**src/shared/adr_pkg.sv**
```systemverilog
// Purpose: Constants and types for the serial audio DMA and interrupt request block.
// Assumes: One clock, synchronous active-low reset, AXI4-Lite register access.
// Notes: Register offsets are byte addresses of aligned 32-bit words.
// Overview of operation
// (RQ1) Per-slot select low: receivers use rx line, transmitters tx line, every slot.
// (RQ2) Per-slot select high: even slots own line, odd slots the opposite line; with compact stereo the code keeps odd slots on own line.
// (RQ3) DMA controller moves every slot through the same sample register, in turn.
// (RQ4) DMA controller sizes transfers to the sample word size setting.
// (RQ5) Compact stereo: 8-bit pairs move in 16 bits, 16-bit pairs in 32.
// (RQ6) Four interrupt sources per serializer: rx ready, overrun, tx ready, underrun.
// (RQ7) Each source owns a flag set whenever its condition occurs.
// (RQ8) Writing one to enable-set enables; one to enable-clear disables.
// (RQ9) Interrupt raised while any flag and its matching enable are set.
// (RQ10) Rx request pends until data read; tx request pends until data written.
// (RQ11) Per-slot select chooses one DMA channel or one channel per slot.
// (RQ12) Zero writes leave enables alone; both read enables; flags clear by read or one.
// (RQ13) Overrun and underrun raise only flags, never a DMA request.
package adr_pkg;
  localparam int ADR_NUM_SER = 2;
  localparam logic [7:0] ADR_OFS_CTRL = 8'h00;
  localparam logic [7:0] ADR_OFS_FLAG = 8'h04;
  localparam logic [7:0] ADR_OFS_ENSET = 8'h08;
  localparam logic [7:0] ADR_OFS_ENCLR = 8'h0C;
  localparam logic [7:0] ADR_OFS_STAT = 8'h10;
  localparam int ADR_CTRL_SEL_POS = 0;
  localparam int ADR_CTRL_TXMODE_POS = 8;
  localparam int ADR_CTRL_COMPACT_POS = 16;
  localparam int ADR_FLAG_RXRDY_POS = 0;
  localparam int ADR_FLAG_RXOR_POS = 8;
  localparam int ADR_FLAG_TXRDY_POS = 16;
  localparam int ADR_FLAG_TXUR_POS = 24;
  localparam logic [31:0] ADR_RST_WORD = 32'h0000_0000;
  localparam logic [1:0] ADR_RESP_OKAY = 2'b00;
  localparam logic [1:0] ADR_RESP_SLVERR = 2'b10;

  typedef struct packed {
    logic rx_ready;
    logic rx_overrun;
    logic tx_ready;
    logic tx_underrun;
  } adr_src_t;

  typedef struct packed {
    logic awready;
    logic wready;
    logic bvalid;
    logic [1:0] bresp;
    logic arready;
    logic rvalid;
    logic [1:0] rresp;
    logic [31:0] rdata;
  } adr_axi_out_t;
endpackage : adr_pkg

```
**src/rtl/adr_requests.sv**
```systemverilog
// Purpose: DMA request lines and interrupt flags for a bank of audio serializers.
// Assumes: Serializer events arrive as one-cycle pulses synchronous to clk_i.
// Notes: Flags clear on a read of the flag register or by writing one; a new event wins that cycle.
`timescale 1ns/100ps
module adr_requests
  import adr_pkg::*;
#(
  parameter int N = ADR_NUM_SER
) (
  // Clock, reset and enable.
  input wire logic clk_i,
  input wire logic rst_b_i,
  input wire logic ce_i,
  // AXI4-Lite slave.
  input wire logic [7:0] awaddr_i,
  input wire logic awvalid_i,
  output logic awready_o,
  input wire logic [31:0] wdata_i,
  input wire logic [3:0] wstrb_i,
  input wire logic wvalid_i,
  output logic wready_o,
  output logic [1:0] bresp_o,
  output logic bvalid_o,
  input wire logic bready_i,
  input wire logic [7:0] araddr_i,
  input wire logic arvalid_i,
  output logic arready_o,
  output logic [31:0] rdata_o,
  output logic [1:0] rresp_o,
  output logic rvalid_o,
  input wire logic rready_i,
  // Serializer side.
  input wire logic [N-1:0] rx_data_ready_i,
  input wire logic [N-1:0] rx_overrun_i,
  input wire logic [N-1:0] tx_empty_i,
  input wire logic [N-1:0] tx_underrun_i,
  input wire logic [N-1:0] slot_odd_i,
  input wire logic [N-1:0] sample_read_i,
  input wire logic [N-1:0] sample_write_i,
  // DMA requests and interrupt.
  output logic [N-1:0] rx_dma_request_line_o,
  output logic [N-1:0] tx_dma_request_line_o,
  output logic irq_o
);
  typedef struct packed {
    logic [N-1:0] per_slot_dma_select;
    logic [N-1:0] is_transmitter;
    logic [N-1:0] compact_stereo;
    adr_src_t [N-1:0] flag;
    adr_src_t [N-1:0] enable;
    logic [N-1:0] rx_pend;
    logic [N-1:0] tx_pend;
    logic [N-1:0] rx_odd;
    logic [N-1:0] tx_odd;
    logic [N-1:0] rx_req;
    logic [N-1:0] tx_req;
    logic irq;
    logic aw_held;
    logic [7:0] aw_addr;
    logic w_held;
    logic [31:0] w_data;
    logic [3:0] w_strb;
    adr_axi_out_t axi;
  } adr_state_t;

  adr_state_t st;
  adr_state_t next_st;

  logic [31:0] flag_word;
  logic [31:0] en_word;
  logic [31:0] ctrl_word;
  logic [31:0] stat_word;
  logic [31:0] wmask;
  logic [31:0] wbits;
  logic do_write;
  logic do_read;

  // Flag and enable words pack each source type into its own byte lane.
  always_comb begin
    flag_word = ADR_RST_WORD;
    en_word = ADR_RST_WORD;
    ctrl_word = ADR_RST_WORD;
    stat_word = ADR_RST_WORD;
    for (int i = 0; i < N; i++) begin
      flag_word[ADR_FLAG_RXRDY_POS + i] = st.flag[i].rx_ready;
      flag_word[ADR_FLAG_RXOR_POS + i] = st.flag[i].rx_overrun;
      flag_word[ADR_FLAG_TXRDY_POS + i] = st.flag[i].tx_ready;
      flag_word[ADR_FLAG_TXUR_POS + i] = st.flag[i].tx_underrun;
      en_word[ADR_FLAG_RXRDY_POS + i] = st.enable[i].rx_ready;
      en_word[ADR_FLAG_RXOR_POS + i] = st.enable[i].rx_overrun;
      en_word[ADR_FLAG_TXRDY_POS + i] = st.enable[i].tx_ready;
      en_word[ADR_FLAG_TXUR_POS + i] = st.enable[i].tx_underrun;
      ctrl_word[ADR_CTRL_SEL_POS + i] = st.per_slot_dma_select[i];
      ctrl_word[ADR_CTRL_TXMODE_POS + i] = st.is_transmitter[i];
      ctrl_word[ADR_CTRL_COMPACT_POS + i] = st.compact_stereo[i];
      stat_word[ADR_FLAG_RXRDY_POS + i] = st.rx_pend[i];
      stat_word[ADR_FLAG_TXRDY_POS + i] = st.tx_pend[i];
    end
  end

  always_comb begin
    wmask = {{8{st.w_strb[3]}}, {8{st.w_strb[2]}}, {8{st.w_strb[1]}}, {8{st.w_strb[0]}}};
    wbits = st.w_data & wmask;
    do_write = st.aw_held && st.w_held && !st.axi.bvalid;
    do_read = arvalid_i && !st.axi.rvalid && !st.axi.arready;
  end

  always_comb begin
    next_st = st;
    next_st.axi.awready = 1'b0;
    next_st.axi.wready = 1'b0;
    next_st.axi.arready = 1'b0;
    // Address and data are latched independently, so either may come first.
    if (awvalid_i && !st.aw_held && !st.axi.awready) begin
      next_st.axi.awready = 1'b1;
      next_st.aw_held = 1'b1;
      next_st.aw_addr = awaddr_i;
    end
    if (wvalid_i && !st.w_held && !st.axi.wready) begin
      next_st.axi.wready = 1'b1;
      next_st.w_held = 1'b1;
      next_st.w_data = wdata_i;
      next_st.w_strb = wstrb_i;
    end
    if (st.axi.bvalid && bready_i) begin
      next_st.axi.bvalid = 1'b0;
    end
    if (st.axi.rvalid && rready_i) begin
      next_st.axi.rvalid = 1'b0;
    end

    for (int i = 0; i < N; i++) begin
      // Pending state: set by the serializer, cleared by the data access.
      // A compact stereo word carries both slots of a pair in one transfer, so its
      // single request stays on the serializer's own line whatever the slot parity.
      if (sample_read_i[i]) begin
        next_st.rx_pend[i] = 1'b0; // [RQ10]
      end
      if (rx_data_ready_i[i]) begin
        next_st.rx_pend[i] = 1'b1; // [RQ10]
        next_st.rx_odd[i] = slot_odd_i[i] && !st.compact_stereo[i]; // [RQ5]
      end
      if (sample_write_i[i]) begin
        next_st.tx_pend[i] = 1'b0; // [RQ10]
      end
      if (tx_empty_i[i]) begin
        next_st.tx_pend[i] = 1'b1; // [RQ10]
        next_st.tx_odd[i] = slot_odd_i[i] && !st.compact_stereo[i]; // [RQ5]
      end
      // The lines trail the pending bits by one edge, so a controller must not serve
      // the same line again within two cycles of its access.
      // Request routing; overrun and underrun never reach these lines. [RQ13]
      if (!st.per_slot_dma_select[i]) begin
        next_st.rx_req[i] = !st.is_transmitter[i] && st.rx_pend[i]; // [RQ1] [RQ11]
        next_st.tx_req[i] = st.is_transmitter[i] && st.tx_pend[i]; // [RQ1]
      end else if (!st.is_transmitter[i]) begin
        next_st.rx_req[i] = st.rx_pend[i] && !st.rx_odd[i]; // [RQ2] [RQ11]
        next_st.tx_req[i] = st.rx_pend[i] && st.rx_odd[i]; // [RQ2]
      end else begin
        next_st.tx_req[i] = st.tx_pend[i] && !st.tx_odd[i]; // [RQ2]
        next_st.rx_req[i] = st.tx_pend[i] && st.tx_odd[i]; // [RQ2]
      end
    end

    if (do_write) begin
      next_st.aw_held = 1'b0;
      next_st.w_held = 1'b0;
      next_st.axi.bvalid = 1'b1;
      next_st.axi.bresp = ADR_RESP_OKAY;
      case (st.aw_addr)
        ADR_OFS_CTRL: begin
          for (int i = 0; i < N; i++) begin
            if (wmask[ADR_CTRL_SEL_POS + i]) begin
              next_st.per_slot_dma_select[i] = st.w_data[ADR_CTRL_SEL_POS + i];
            end
            if (wmask[ADR_CTRL_TXMODE_POS + i]) begin
              next_st.is_transmitter[i] = st.w_data[ADR_CTRL_TXMODE_POS + i];
            end
            if (wmask[ADR_CTRL_COMPACT_POS + i]) begin
              next_st.compact_stereo[i] = st.w_data[ADR_CTRL_COMPACT_POS + i]; // [RQ5]
            end
          end
        end
        ADR_OFS_ENSET: begin
          for (int i = 0; i < N; i++) begin
            // Only ones act; zeros leave the enable as it was. [RQ8] [RQ12]
            next_st.enable[i].rx_ready = st.enable[i].rx_ready | wbits[ADR_FLAG_RXRDY_POS + i];
            next_st.enable[i].rx_overrun = st.enable[i].rx_overrun | wbits[ADR_FLAG_RXOR_POS + i];
            next_st.enable[i].tx_ready = st.enable[i].tx_ready | wbits[ADR_FLAG_TXRDY_POS + i];
            next_st.enable[i].tx_underrun = st.enable[i].tx_underrun | wbits[ADR_FLAG_TXUR_POS + i];
          end
        end
        ADR_OFS_ENCLR: begin
          for (int i = 0; i < N; i++) begin
            next_st.enable[i].rx_ready = st.enable[i].rx_ready & ~wbits[ADR_FLAG_RXRDY_POS + i]; // [RQ8]
            next_st.enable[i].rx_overrun = st.enable[i].rx_overrun & ~wbits[ADR_FLAG_RXOR_POS + i];
            next_st.enable[i].tx_ready = st.enable[i].tx_ready & ~wbits[ADR_FLAG_TXRDY_POS + i];
            next_st.enable[i].tx_underrun = st.enable[i].tx_underrun & ~wbits[ADR_FLAG_TXUR_POS + i];
          end
        end
        ADR_OFS_FLAG: begin
          // Writing one clears that flag; an event in the same cycle still sets it below.
          for (int i = 0; i < N; i++) begin
            next_st.flag[i].rx_ready = st.flag[i].rx_ready & ~wbits[ADR_FLAG_RXRDY_POS + i]; // [RQ12]
            next_st.flag[i].rx_overrun = st.flag[i].rx_overrun & ~wbits[ADR_FLAG_RXOR_POS + i];
            next_st.flag[i].tx_ready = st.flag[i].tx_ready & ~wbits[ADR_FLAG_TXRDY_POS + i];
            next_st.flag[i].tx_underrun = st.flag[i].tx_underrun & ~wbits[ADR_FLAG_TXUR_POS + i];
          end
        end
        default: begin
          next_st.axi.bresp = ADR_RESP_SLVERR;
        end
      endcase
    end

    if (do_read) begin
      next_st.axi.arready = 1'b1;
      next_st.axi.rvalid = 1'b1;
      next_st.axi.rresp = ADR_RESP_OKAY;
      case (araddr_i)
        ADR_OFS_CTRL: begin
          next_st.axi.rdata = ctrl_word;
        end
        ADR_OFS_FLAG: begin
          next_st.axi.rdata = flag_word;
          for (int i = 0; i < N; i++) begin
            next_st.flag[i] = '0; // [RQ12]
          end
        end
        ADR_OFS_ENSET, ADR_OFS_ENCLR: begin
          next_st.axi.rdata = en_word; // [RQ12]
        end
        ADR_OFS_STAT: begin
          next_st.axi.rdata = stat_word;
        end
        default: begin
          next_st.axi.rdata = ADR_RST_WORD;
          next_st.axi.rresp = ADR_RESP_SLVERR;
        end
      endcase
    end

    // Events are set after the read and write clears so that a coincident event is kept.
    // Events are taken as clocked pulses; waking from sleep is left to the host, which
    // must keep clk_i running while a source can fire.
    for (int i = 0; i < N; i++) begin
      if (rx_data_ready_i[i]) begin
        next_st.flag[i].rx_ready = 1'b1; // [RQ6] [RQ7]
      end
      if (rx_overrun_i[i]) begin
        next_st.flag[i].rx_overrun = 1'b1; // [RQ6] [RQ7] [RQ13]
      end
      if (tx_empty_i[i]) begin
        next_st.flag[i].tx_ready = 1'b1; // [RQ6] [RQ7]
      end
      if (tx_underrun_i[i]) begin
        next_st.flag[i].tx_underrun = 1'b1; // [RQ6] [RQ7] [RQ13]
      end
    end
    // The request uses the registered flags, so it follows an event by two edges.
    next_st.irq = |(flag_word & en_word); // [RQ9]
  end

  always_ff @(posedge clk_i) begin
    if (!rst_b_i) begin
      st <= '0;
    end else if (ce_i) begin
      st <= next_st;
    end
  end

  assign awready_o = st.axi.awready;
  assign wready_o = st.axi.wready;
  assign bvalid_o = st.axi.bvalid;
  assign bresp_o = st.axi.bresp;
  assign arready_o = st.axi.arready;
  assign rvalid_o = st.axi.rvalid;
  assign rresp_o = st.axi.rresp;
  assign rdata_o = st.axi.rdata;
  assign rx_dma_request_line_o = st.rx_req;
  assign tx_dma_request_line_o = st.tx_req;
  assign irq_o = st.irq;
endmodule : adr_requests

```
**config.mk**
```make
export PLATFORM = sky130hd
export DESIGN_NAME = adr_requests
export DESIGN_NICKNAME = d
export VERILOG_FILES = /design/src/shared/adr_pkg.sv /design/src/rtl/adr_requests.sv
export SDC_FILE = /design/constraint.sdc
export NUM_CORES = 1
export LEC_CHECK = 0
export BUFFER_PORTS_ARGS = -buffer_cell sky130_fd_sc_hd__buf_2
export CORE_ASPECT_RATIO = 1.5
export CORE_MARGIN = 4
export CORE_UTILIZATION = 39
export DETAILED_ROUTE_END_ITERATION = 10
export SLEW_MARGIN = 5
export SYNTH_ARGS = -nofsm -noshare
export SYNTH_HDL_FRONTEND = slang
export SYNTH_SLANG_ARGS = --single-unit
```
**constraint.sdc**
```tcl
create_clock -name clk_i -period 4.41 [get_ports clk_i]
set_input_delay 0.441 -clock clk_i [delete_from_list [all_inputs] [get_ports clk_i]]
set_output_delay 0.441 -clock clk_i [all_outputs]
set_load 0.01 [all_outputs]
```
# --- Yosys cells after proc, flatten, opt, wreduce, memory -nomap -nowiden ---
# Cells that the tools add are included.
totals:
  wordCells: 200
  out_inout_bits: 46
  regBits: 122
  rom_bits: 0
  ramBits: 0
  inputBits: 74
  n_memories: 0
  latch_bits: 0
op_classes:
  div: 0
  eq_ne: 7
  n_reduce_logical: 74
  multipliers: 0
  n_lt_le_gt_ge: 0
  addsub: 0
  n_mux: 42
  shift: 0
  n_bitwise: 34
ops:
  columns: ["cell", "count"]
  rows:
  - ["$pmux W26 S4", 1]
  - ["$and A26 B26 Y26", 2]
  - ["$mux W37", 1]
  - ["$mux W36", 1]
  - ["$eq A8 B4 Y1 const B", 4]
  - ["$reduce_and A2 Y1", 16]
  - ["$reduce_or A32 Y1", 1]
  - ["$mux W1", 30]
  - ["$logic_and A1 B1 Y1", 24]
  - ["$mux W8", 3]
  - ["$reduce_bool A2 Y1", 9]
  - ["$and A1 B1 Y1", 16]
  - ["$eq A8 B3 Y1 const B", 2]
  - ["$logic_not A8 Y1", 2]
  - ["$mux W16", 1]
  - ["$pmux W8 S2", 1]
  - ["$logic_not A1 Y1", 15]
  - ["$reduce_and A4 Y1", 3]
  - ["$mux W9", 1]
  - ["$eq A8 B5 Y1 const B", 1]
  - ["$not A1 Y1", 8]
  - ["$or A1 B1 Y1", 8]
  - ["$reduce_or A5 Y1", 1]
  - ["$mux W2", 2]
  - ["other kinds (4)", 4]

# --- Logic depth before layout (Yosys ltp) ---
# Gate-level depths: netlist (run 1).
logic_depth:
  word_depth: 8
  depth_mapped: 6
  mapped_depth_nobuf: 4

# --- Least setup slack after synthesis (run 1) ---
# No wires, ideal clock.
synth_path:
  kind: "input to register"
  startpoint: "in ce_i"
  endpoint: "reg (tool-made name)"
  path_slack_ns: 2.925
  setup_ns: 0.119
  stages: 5
  t_required_ns: 4.291
  arrival_ns: 1.366
  n_path_buf: 1
  path_cell_list: "and4b_1 buf_2 and3_1 nand3_4 o221a_2"
synth_lines:
  columns: ["element", "line", "text"]
  rows:
  - ["start: declaration", "adr_requests.sv:13", "input wire logic ce_i,"]

==> results of run 1 <==
[cell usage after synthesis (3+ instances only)]
master / number / area (sq um)
nand2_1: 90 / 337.8
dfxtp_1: 72 / 1441
buf_4: 40 / 300.3
o21ai_0: 23 / 115.1
a21boi_0: 21 / 157.7
nor2_1: 20 / 75.07
nor2b_1: 19 / 118.9
a21oi_1: 16 / 80.08
inv_1: 14 / 52.55
mux2i_1: 14 / 140.1
buf_2: 9 / 45.04
clkbuf_1: 9 / 33.78
nand3_1: 9 / 45.04
o221a_2: 8 / 90.09
nand4_1: 6 / 37.54
nor3b_1: 5 / 37.54
o211a_1: 5 / 50.05
a21o_1: 4 / 30.03
a22oi_1: 4 / 30.03
o22a_1: 4 / 35.03
nor3_1: 3 / 15.01
[path summary, 6_finish.rpt]
check / start / endpoint / slack (ns) / cells past startpoint
worst max-delay path: ce_i / flag_word[17]$_SDFFE_PN0P_ / 2.50 / 5
worst min-delay path: tx_underrun_i[1] / flag_word[25]$_SDFFE_PN0P_ / 0.35 / 3
worst max register to register: st[86]$_SDFFE_PN0P_ / flag_word[17]$_SDFFE_PN0P_ / 2.77 / 4
worst min register to register: rdata_o[17]$_SDFFE_PN0P_ / rdata_o[17]$_SDFFE_PN0P_ / 0.45 / 2
[kinds of logic (layout without fill, tap and decap cells)]
family | count (synthesis) | count (layout) | synth area share
buf+inv | 74 | 102 | 0.1250
mux | 14 | 14 | 0.03987
flops | 72 | 72 | 0.4101
other cells | 1 | 26 | 0.001067
simple gates | 166 | 166 | 0.2293
compound gates | 97 | 97 | 0.1947
[critical path, delay by kind of cell]
family | cells | cell delay (ns)
and+or+nand+nor | 2 | 0.83
buffers and inverters | 1 | 0.44
AOI/OAI and AO/OA | 2 | 0.40
[per-layer routing]
metal | part of all wire | GRT usage
met4 | 0.026 | 0.06990
met1 | 0.40 | 0.1701
met5 | 0 | 0
met3 | 0.049 | 0.03772
met2 | 0.52 | 0.2793
[report_power, final]
| group | internal (mW) | total, mW | switching [mW] |
|---|---|---|---|
| sequential | 0.676 | 0.698 | 0.0215 |
| clock | 0.434 | 0.704 | 0.270 |
| combinational | 0.0578 | 0.137 | 0.0790 |
[layout make-up]
cell class,count,area share
multi-input combinational,303,0.4311
sequential,72,0.3583
timing repair buffer,72,0.09145
clock buffer,10,0.05692
tap,110,0.03421
clock inverter,6,0.01493
inverter,14,0.01306
==> summary.md, run 1 <==
| Metric | Value |
|---|---|
| DR vias | 2,901 |
| Reg area | between 1000 and 1500 sq um |
| CP startpoint kind | primary input |
| Core ar. | between 8000 and 9000 sq um |
| Layout Cell Area excl Fill | ~4000 sq um |
| Fillers | a little over 900 |
| Chip Width | 85.51 microns |
| Crit-path max FO | 32 |
| Mean Syn Cell Area | ~8.3 sq um |
| Num CTS Buffers | 9 |
| Netlist cell types | 41 |
| Initial DRC Count | roughly 140 |
| RePlAce Congestion | around 0.83 |
| Dpl cell area | 3734 sq um |
| RSZ-0062 raised after global routing | no |
| Pre-antenna DRT Iters | 4 |
| Remaining Overflow, GRT | 0 |
| Crit path DAT | 2.13 ns |
| Final WL | between 8 and 9 mm |
| Power, Total | 1.538 mW |
| CTS tree | done |
| Final Non-Filler Cells | 587 |
| Initial core utilization | 0.3981 |
| WL per Instance | roughly 14 microns |
| Initial antenna violation count | 0 |
| Final Max Tran Viols | 0 |
| Post-synthesis sequential area ratio | 0.4101 |
| CP max-delay cell | and4b_1 |
| Clk_skew | 0.003446 ns |
| # diodes | 0 |
| IO Pins | 120 |
| Post-DP HPWL | 6.120 mm |
| GRT Util Overall | 0.1562 |
| Most frequent cells in the layout | nand2_1 (90), dfxtp_1 (72), buf_2 (69), conb_1 (26), o21ai_0 (23) |
| Post-cts sizing count | 0 |
| Placed insts | about 570 |
| Tcrit/Tclk final | 0.4328 |
| WHS | around 0.35 ns |
| Synth Register Bits | 72 |
| Die ar. | around 11,000 sq um |
| Post-CTS setup buffer count | 0 |
| Synth warn | 0 |
| Fmax | between 0.5 and 0.6 GHz |
| PortBufs | approximately 70 |
| Worst path cell trace | buf_2 > and4b_1 > nand4_1 > o21ai_0 > a21oi_1 |
| Maximum vdd drop | around 0.00028 V |
| Min Tclk post-route | ~1.9 ns |
| Final hold viol count | 0 |
| Row count | 42 |
| Least-Margin Pin Slew | roughly 0.54 ns |
| Vias in the first global route | ~2,800 |
| First-pass GRT wire length | about 13 mm |
| Hold_buf cts | 0 |
| Skew-Pair Late Insertion Delay | ~0.33 ns |
| Clock-pin slew on the worst setup and hold paths | roughly 0.060 ns |
| Slew HR | 0.6389 |
| DRT antenna net count | 0 |
| FFs w/ async S/R, synth | 0 |
| Synth Instances | approximately 420 |
| Root Buffer | clkbuf_16 |
| PwrDens | about 380 nW/um^2 |
| Die H | between 100 and 150 microns |
| Pin count of the biggest net entering global routing | 48 |
| # nets final | 546 |
| Post-Syn Area | ~3500 sq um |
| Main synth FF type | dfxtp_1 |
| Worst Hold Class | in2reg |
| Crit path capture type | flip-flop |
| CP required | between 4 and 5 ns |
| Setup WS pre-CTS | roughly 2.1 ns |
| Final setup margin | between 2 and 3 ns |
| Final design utilization | 0.4556 |
| Commonest non-fill, non-tap cell in the layout | nand2_1 |
| Setup violations, final | 0 |
| Clock sink count | 72 |
| Worst path max stage delay | 0.47 ns |
| H-tree lvl count | 3 |
| TNS Setup | 0 ns |
| Leak | roughly 1.7 nW |
| Share of cells above drive strength 1 | 0.2075 |
| Max Buffers Root-to-Sink | 2 |
| Critical path class | in2reg |
| Max-cap check violation count | 0 |
| Status | complete, no violations |
| Vias per Instance | just under 5 |
| Multi-input gate area | about 1700 sq um |
| Residual DRC | 0 |
| Layout area overhead | 14.45% |
| EDFF count, synth | 0 |
Note: power is estimated with default switching activity, not from simulation.
==> run 2: changes to the inputs <==
ABC_AREA = 1   (was unset)
PLACE_DENSITY = 0.67   (was unset)
clock period = 1.6 ns   (was 4.41 ns; I/O delays follow)
==> run 2 against run 1 <==
Against the previous run: sequential power increased to 2.8 times the previous value; final area increased by 2.4%; sequential share of layout area decreased by 0.85 points; clock skew increased by 0.0029 ns; synthesized area increased by 1.0%; clock power increased to 2.8 times the previous value; via count increased by 14%; final cell count increased by 16%; critical endpoint is now flag_word[1]$_SDFFE_PN0P_; highest routed layer unchanged.
==> summary.md, run 2 <==
| Metric | Value |
|---|---|
| Die H | about 120 microns |
| Initial antenna violation count | 0 |
| Hold_buf cts | 0 |
| FFs w/ async S/R, synth | 0 |
| CP required | between 1.5 and 2 ns |
| PortBufs | 69 |
| # diodes | 0 |
| Clock-pin slew on the worst setup and hold paths | around 0.06 ns |
| Crit-path max FO | 8 |
| Min Tclk post-route | between 1 and 1.5 ns |
| Critical path class | reg2reg |
| EDFF count, synth | 0 |
| Fmax | between 0.6 and 0.7 GHz |
| Root Buffer | clkbuf_16 |
| Final hold viol count | 0 |
| Skew-Pair Late Insertion Delay | 0.33 ns |
| Status | complete, no violations |
| Layout area overhead | 16.07% |
| Netlist cell types | 32 |
| Final Max Tran Viols | 0 |
| Clock sink count | just over 70 |
| Core ar. | ~8900 sq um |
| DRT antenna net count | 0 |
| Final WL | between 8 and 9 mm |
| Residual DRC | 0 |
| Chip Width | around 86 microns |
| Fillers | between 900 and 1,000 |
| Row count | between 40 and 50 |
| RSZ-0062 raised after global routing | no |
| Most common cell in the synthesized netlist | nand2_1 |
| Worst Hold Class | in2reg |
| Most frequent cells in the layout | nand2_1 (108), dfxtp_1 (72), buf_2 (69), nor2_1 (64), a21oi_1 (55) |
| Crit path DAT | 1.70 ns |
| CP startpoint kind | flip-flop |
| First-pass GRT wire length | about 14 mm |
| Setup violations, final | 0 |
| WL per Instance | about 13 microns |
| Area share of the largest cell type after synthesis | 0.4061 |
| Crit path capture type | flip-flop |
| Post-Syn Area | roughly 3500 sq um |
| Synth Register Bits | 72 |
| Synth warn | 0 |
| Cell taking the most area after synthesis | dfxtp_1 |
| CTS tree | done |
| Initial core utilization | 0.3997 |
| Share of cells above drive strength 1 | 0.1919 |
| Die ar. | ~11,000 sq um |
| Commonest non-fill, non-tap cell in the layout | nand2_1 |
| Leak | roughly 2.0 nW |
| Pre-antenna DRT Iters | 4 |
| Max-cap check violation count | 0 |
| DR vias | between 3,000 and 4,000 |
| Vias per Instance | a little under 5 |
| Commonest cells in the netlist | nand2_1 (109), dfxtp_1 (72), nor2_1 (64), a21oi_1 (55), buf_4 (40) |
| Mean Syn Cell Area | 7.029 sq um |
| Clk_skew | between 0.006 and 0.007 ns |
| Synth Instances | 505 |
| RePlAce Congestion | about 0.90 |
| Remaining Overflow, GRT | 0 |
| Vias in the first global route | approximately 3,200 |
| Pin count of the biggest net entering global routing | 37 |
| IO Pins | 120 |
| Max Buffers Root-to-Sink | 2 |
| Synth top area cells | dfxtp_1 (41%), nand2_1 (12%), buf_4 (8.5%) |
| Num CTS Buffers | 9 |
| GRT Util Overall | 0.1680 |
| # nets final | ~640 |
| Power, Total | ~4.4 mW |
| Main synth FF type | dfxtp_1 |
| PwrDens | around 1100 nW/um^2 |
| Post-synthesis sequential area ratio | 0.4061 |
| Post-DP HPWL | roughly 6.5 mm |
| Initial DRC Count | 182 |
| TNS Setup | 0 ns |
| H-tree lvl count | 3 |
| Maximum vdd drop | approximately 0.00065 V |
| Tcrit/Tclk final | 0.9334 |
run 2: cell count changes in the layout (fill, tap and decap cells not counted), sizes merged, moves of 14 or more:
cell and change:
inv +27, nor2 +50, a21oi +39, nand3 +20, o21ai +14, nor2b -19
a21boi -21, mux2i -14, nand2 +19
run 2: routing by layer:
| layer | vias to the layer above | GRT usage | share of wire |
|---|---|---|---|
| met3 | 17 | 0.04633 | 0.050 |
| met1 | 1502 | 0.1989 | 0.42 |
| met5 | - | 0 | 0 |
| met4 | 0 | 0.06990 | 0.024 |
| met2 | 93 | 0.2803 | 0.51 |
| li1 | 1704 | - | - |
run 2: critical path: stages, from the launching register on:
cell	delay [ns]
dfxtp_1	0.32
nor3b_1	0.38
buf_4	0.19
nand3b_2	0.18
nand2_1	0.12
nand2_1	0.06
nand2_1	0.06
a21oi_1	0.06
run 2: worst paths after layout:
path / start / end / slack [ns] / depth (start not counted)
max reg2reg: rvalid_o$_SDFFE_PN0P_ / flag_word[1]$_SDFFE_PN0P_ / 0.11 / 7
max: rvalid_o$_SDFFE_PN0P_ / flag_word[1]$_SDFFE_PN0P_ / 0.11 / 7
min: awaddr_i[7] / st[85]$_SDFFE_PN0P_ / 0.04 / 3
min reg2reg: rdata_o[17]$_SDFFE_PN0P_ / rdata_o[17]$_SDFFE_PN0P_ / 0.46 / 2
run 2: through the flow:
stage | hold WS [ns] | setup slack, ns | instances | utilization | instance area, sq um
2_1_floorplan | 0.2949 | 0.3672 | 530 | - | 3643
3_3_place_gp | 0.3818 | 0.05126 | 660 | 0.4283 | 3804
3_5_place_dp | 0.3877 | 0.03507 | 660 | 0.4283 | 3804
4_1_cts | 0.03605 | 0.01912 | 676 | 0.4618 | 4101
5_1_grt | 0.05711 | 0.006997 | 678 | 0.4639 | 4120
6_report | 0.04241 | 0.1065 | 678 | 0.4639 | 4120
run 2: kinds of logic after synthesis:
group / count (synthesis) / share of synthesized area
AND/OR/NAND/NOR: 226 / 0.2809
AO/OA/AOI/OAI: 106 / 0.1586
buffers and inverters: 100 / 0.1533
flip-flops: 72 / 0.4061
other: 1 / 0.001056
run 2: area by class of cell:
cell class              count  area (sq um)  share of cell area
inverters                  43         161.4             0.03917
multi-input cells         358          1662              0.4033
repair buffers             79         420.4              0.1020
flip-flops and latches     72          1441              0.3498
well taps                 110         137.6             0.03340
clock inverters             6         58.81             0.01427
clock buffers              10         239.0             0.05800
run 2: timing repair:
item | 4_1_cts | 5_1_grt
endpoints found under the setup margin | 0 | 24
resized for setup | 0 | 2
setup buffers | 0 | 2
run 2: power breakdown:
group	leakage [nW]	switching, mW	internal (mW)
Sequential	0.589	0.0611	1.88
Combinational	1.25	0.292	0.166
Clock	0.152	0.737	1.24
==> run 3: changes to the inputs <==
SETUP_SLACK_MARGIN = 0.2   (was unset)
==> run 3 against run 2 <==
Against the previous run: count of clock-buffer cells in the layout did not move; core utilization rose by 1.2 points; global-route usage barely moved; largest cell class unchanged; clock power barely moved; combinational power rose by 8.5%; largest power group unchanged; sequential share of layout area fell by 0.88 points; setup slack improved by 0.14 ns; clock skew fell by 0.0029 ns; sequential power barely moved; flip-flop and latch count did not move.
==> summary.md, run 3 (synthesis results as in run 2) <==
| Metric | Value |
|---|---|
| First-pass GRT wire length | about 15 mm |
| Final Max Tran Viols | 0 |
| Final WL | slightly below 9 mm |
| DRT antenna net count | 0 |
| Tcrit/Tclk final | 0.8452 |
| CP startpoint kind | flip-flop |
| Root Buffer | clkbuf_16 |
| Min Tclk post-route | between 1 and 1.5 ns |
| Switching part of the total | 0.2511 |
| Clock share of power | 0.447 |
| Remaining Overflow, GRT | 0 |
| Clock-pin slew on the worst setup and hold paths | around 0.060 ns |
| Initial DRC Count | 193 |
| Crit path capture type | flip-flop |
| Status | complete, no violations |
| DR vias | between 3,000 and 4,000 |
| Seq pwr share | 0.440 |
| Vias per Instance | roughly 5 |
| Clock sink count | just over 70 |
| TNS Setup | 0 ns |
| Die H | 124.8 microns |
| Chip Width | between 80 and 90 microns |
| H-tree lvl count | 3 |
| Final hold viol count | 0 |
| RePlAce Congestion | 0.8960 |
| Initial antenna violation count | 0 |
| # diodes | 0 |
| Psw | between 1 and 1.5 mW |
| Share of cells above drive strength 1 | 0.2216 |
| CP required | roughly 1.8 ns |
| Most frequent cells in the layout | nand2_1 (107), dfxtp_1 (71), buf_2 (69), nor2_1 (58), a21oi_1 (55) |
| Num CTS Buffers | 9 |
| Die ar. | about 11,000 sq um |
| Setup violations, final | 0 |
| RSZ-0062 raised after global routing | yes |
| Internal Power | ~3.3 mW |
| Crit-path max FO | 8 |
| Leak | about 2.0 nW |
| Max Buffers Root-to-Sink | 2 |
| GRT Util Overall | 0.1683 |
| WL per Instance | approximately 13 microns |
| # nets final | 642 |
| Commonest non-fill, non-tap cell in the layout | nand2_1 |
| Logic pwr share | 0.113 |
| Crit path DAT | ~1.6 ns |
| Max-cap check violation count | 0 |
| PwrDens | 1044 nW/um^2 |
| Post-DP HPWL | 6.538 mm |
| Row count | 42 |
| Critical path class | reg2reg |
| Vias in the first global route | 3,174 |
| Hold_buf cts | 0 |
| Skew-Pair Late Insertion Delay | around 0.34 ns |
| Core ar. | slightly below 9000 sq um |
| Residual DRC | 0 |
| Pin count of the biggest net entering global routing | 37 |
| Pre-antenna DRT Iters | 5 |
| Initial core utilization | 0.3997 |
| Final design utilization | 0.4763 |
| Clk_skew | roughly 0.0035 ns |
| Layout area overhead | 19.18% |
| Worst Hold Class | in2reg |
| CTS tree | done |
| Maximum vdd drop | approximately 0.00064 V |
| IO Pins | 120 |
| PortBufs | between 60 and 70 |
| Fmax | 0.7395 GHz |
==> run 3: cell count changes in the layout (fill, tap and decap cells not counted), moves of 2 or more <==
cell,previous run,this run
nor2_4,5,8
nor2_2,1,4
buf_4,10,13
nor2_1,64,58
clkinvlp_4,0,2
inv_1,39,35
inv_2,2,5
==> run 3: path summary, 6_finish.rpt <==
path                            startpoint                        end  slack (ns)  cells past startpoint
hold reg to reg   rdata_o[17]$_SDFFE_PN0P_   rdata_o[17]$_SDFFE_PN0P_        0.46                      2
hold / removal                 awaddr_i[6]        st[84]$_SDFFE_PN0P_        0.04                      3
setup / recovery    arready_o$_SDFFE_PN0P_  flag_word[1]$_SDFFE_PN0P_        0.25                      7
setup reg to reg    arready_o$_SDFFE_PN0P_  flag_word[1]$_SDFFE_PN0P_        0.25                      7
==> run 3: final cells by class <==
| class | instances | area [sq um] |
|---|---|---|
| fill | 922 | 4651 |
| multi-input combinational | 358 | 1717 |
| sequential | 72 | 1443 |
| timing repair buffer | 83 | 462.9 |
| clock buffer | 10 | 239.0 |
| inverter | 43 | 165.2 |
| tap | 110 | 137.6 |
| clock inverter | 6 | 58.81 |
| timing repair inverter | 1 | 7.507 |
==> run 3: through the flow <==
stage / power (mW) / instance area, sq um / setup WS (ns) / hold WS [ns] / cells
3_5_place_dp: 2.421 / 3804 / 0.03507 / 0.3877 / 660
6_report: 4.417 / 4230 / 0.2477 / 0.04398 / 683
3_3_place_gp: 2.409 / 3804 / 0.05126 / 0.3818 / 660
2_1_floorplan: 2.320 / 3643 / 0.3672 / 0.2949 / 530
5_1_grt: 4.617 / 4230 / 0.1135 / 0.05711 / 683
4_1_cts: 4.439 / 4138 / 0.2110 / 0.03605 / 678
==> run 3: critical path, stage by stage, from the launching register on <==
cell	delay (ns)
dfxtp_1	0.32
nor3b_2	0.31
buf_4	0.18
nand3b_4	0.13
nand2_1	0.10
nand2_1	0.06
nand2_1	0.06
a21oi_1	0.06
==> run 3: timing repair <==
action / CTS / global route
endpoints found under the setup margin: 40 / 32
setup buffers: 2 / 4
gates cloned: 0 / 1
resized for setup: 3 / 20
pin swaps: 1 / 9
==> run 3: power groups by stage <==
stage	Clock, mW	Sequential (mW)	Combinational, mW
global placement	0	1.98	0.434
finish	1.97	1.95	0.497
global route	2.10	1.96	0.562
floorplan	0	1.96	0.356
CTS	2.02	1.94	0.478
detailed placement	0	1.98	0.442
==> run 3: layer usage <==
metal / part of all wire / track usage
met3: 0.051 / 0.04633
met2: 0.52 / 0.2831
met5: 0 / 0
met4: 0.019 / 0.06990
met1: 0.41 / 0.1973
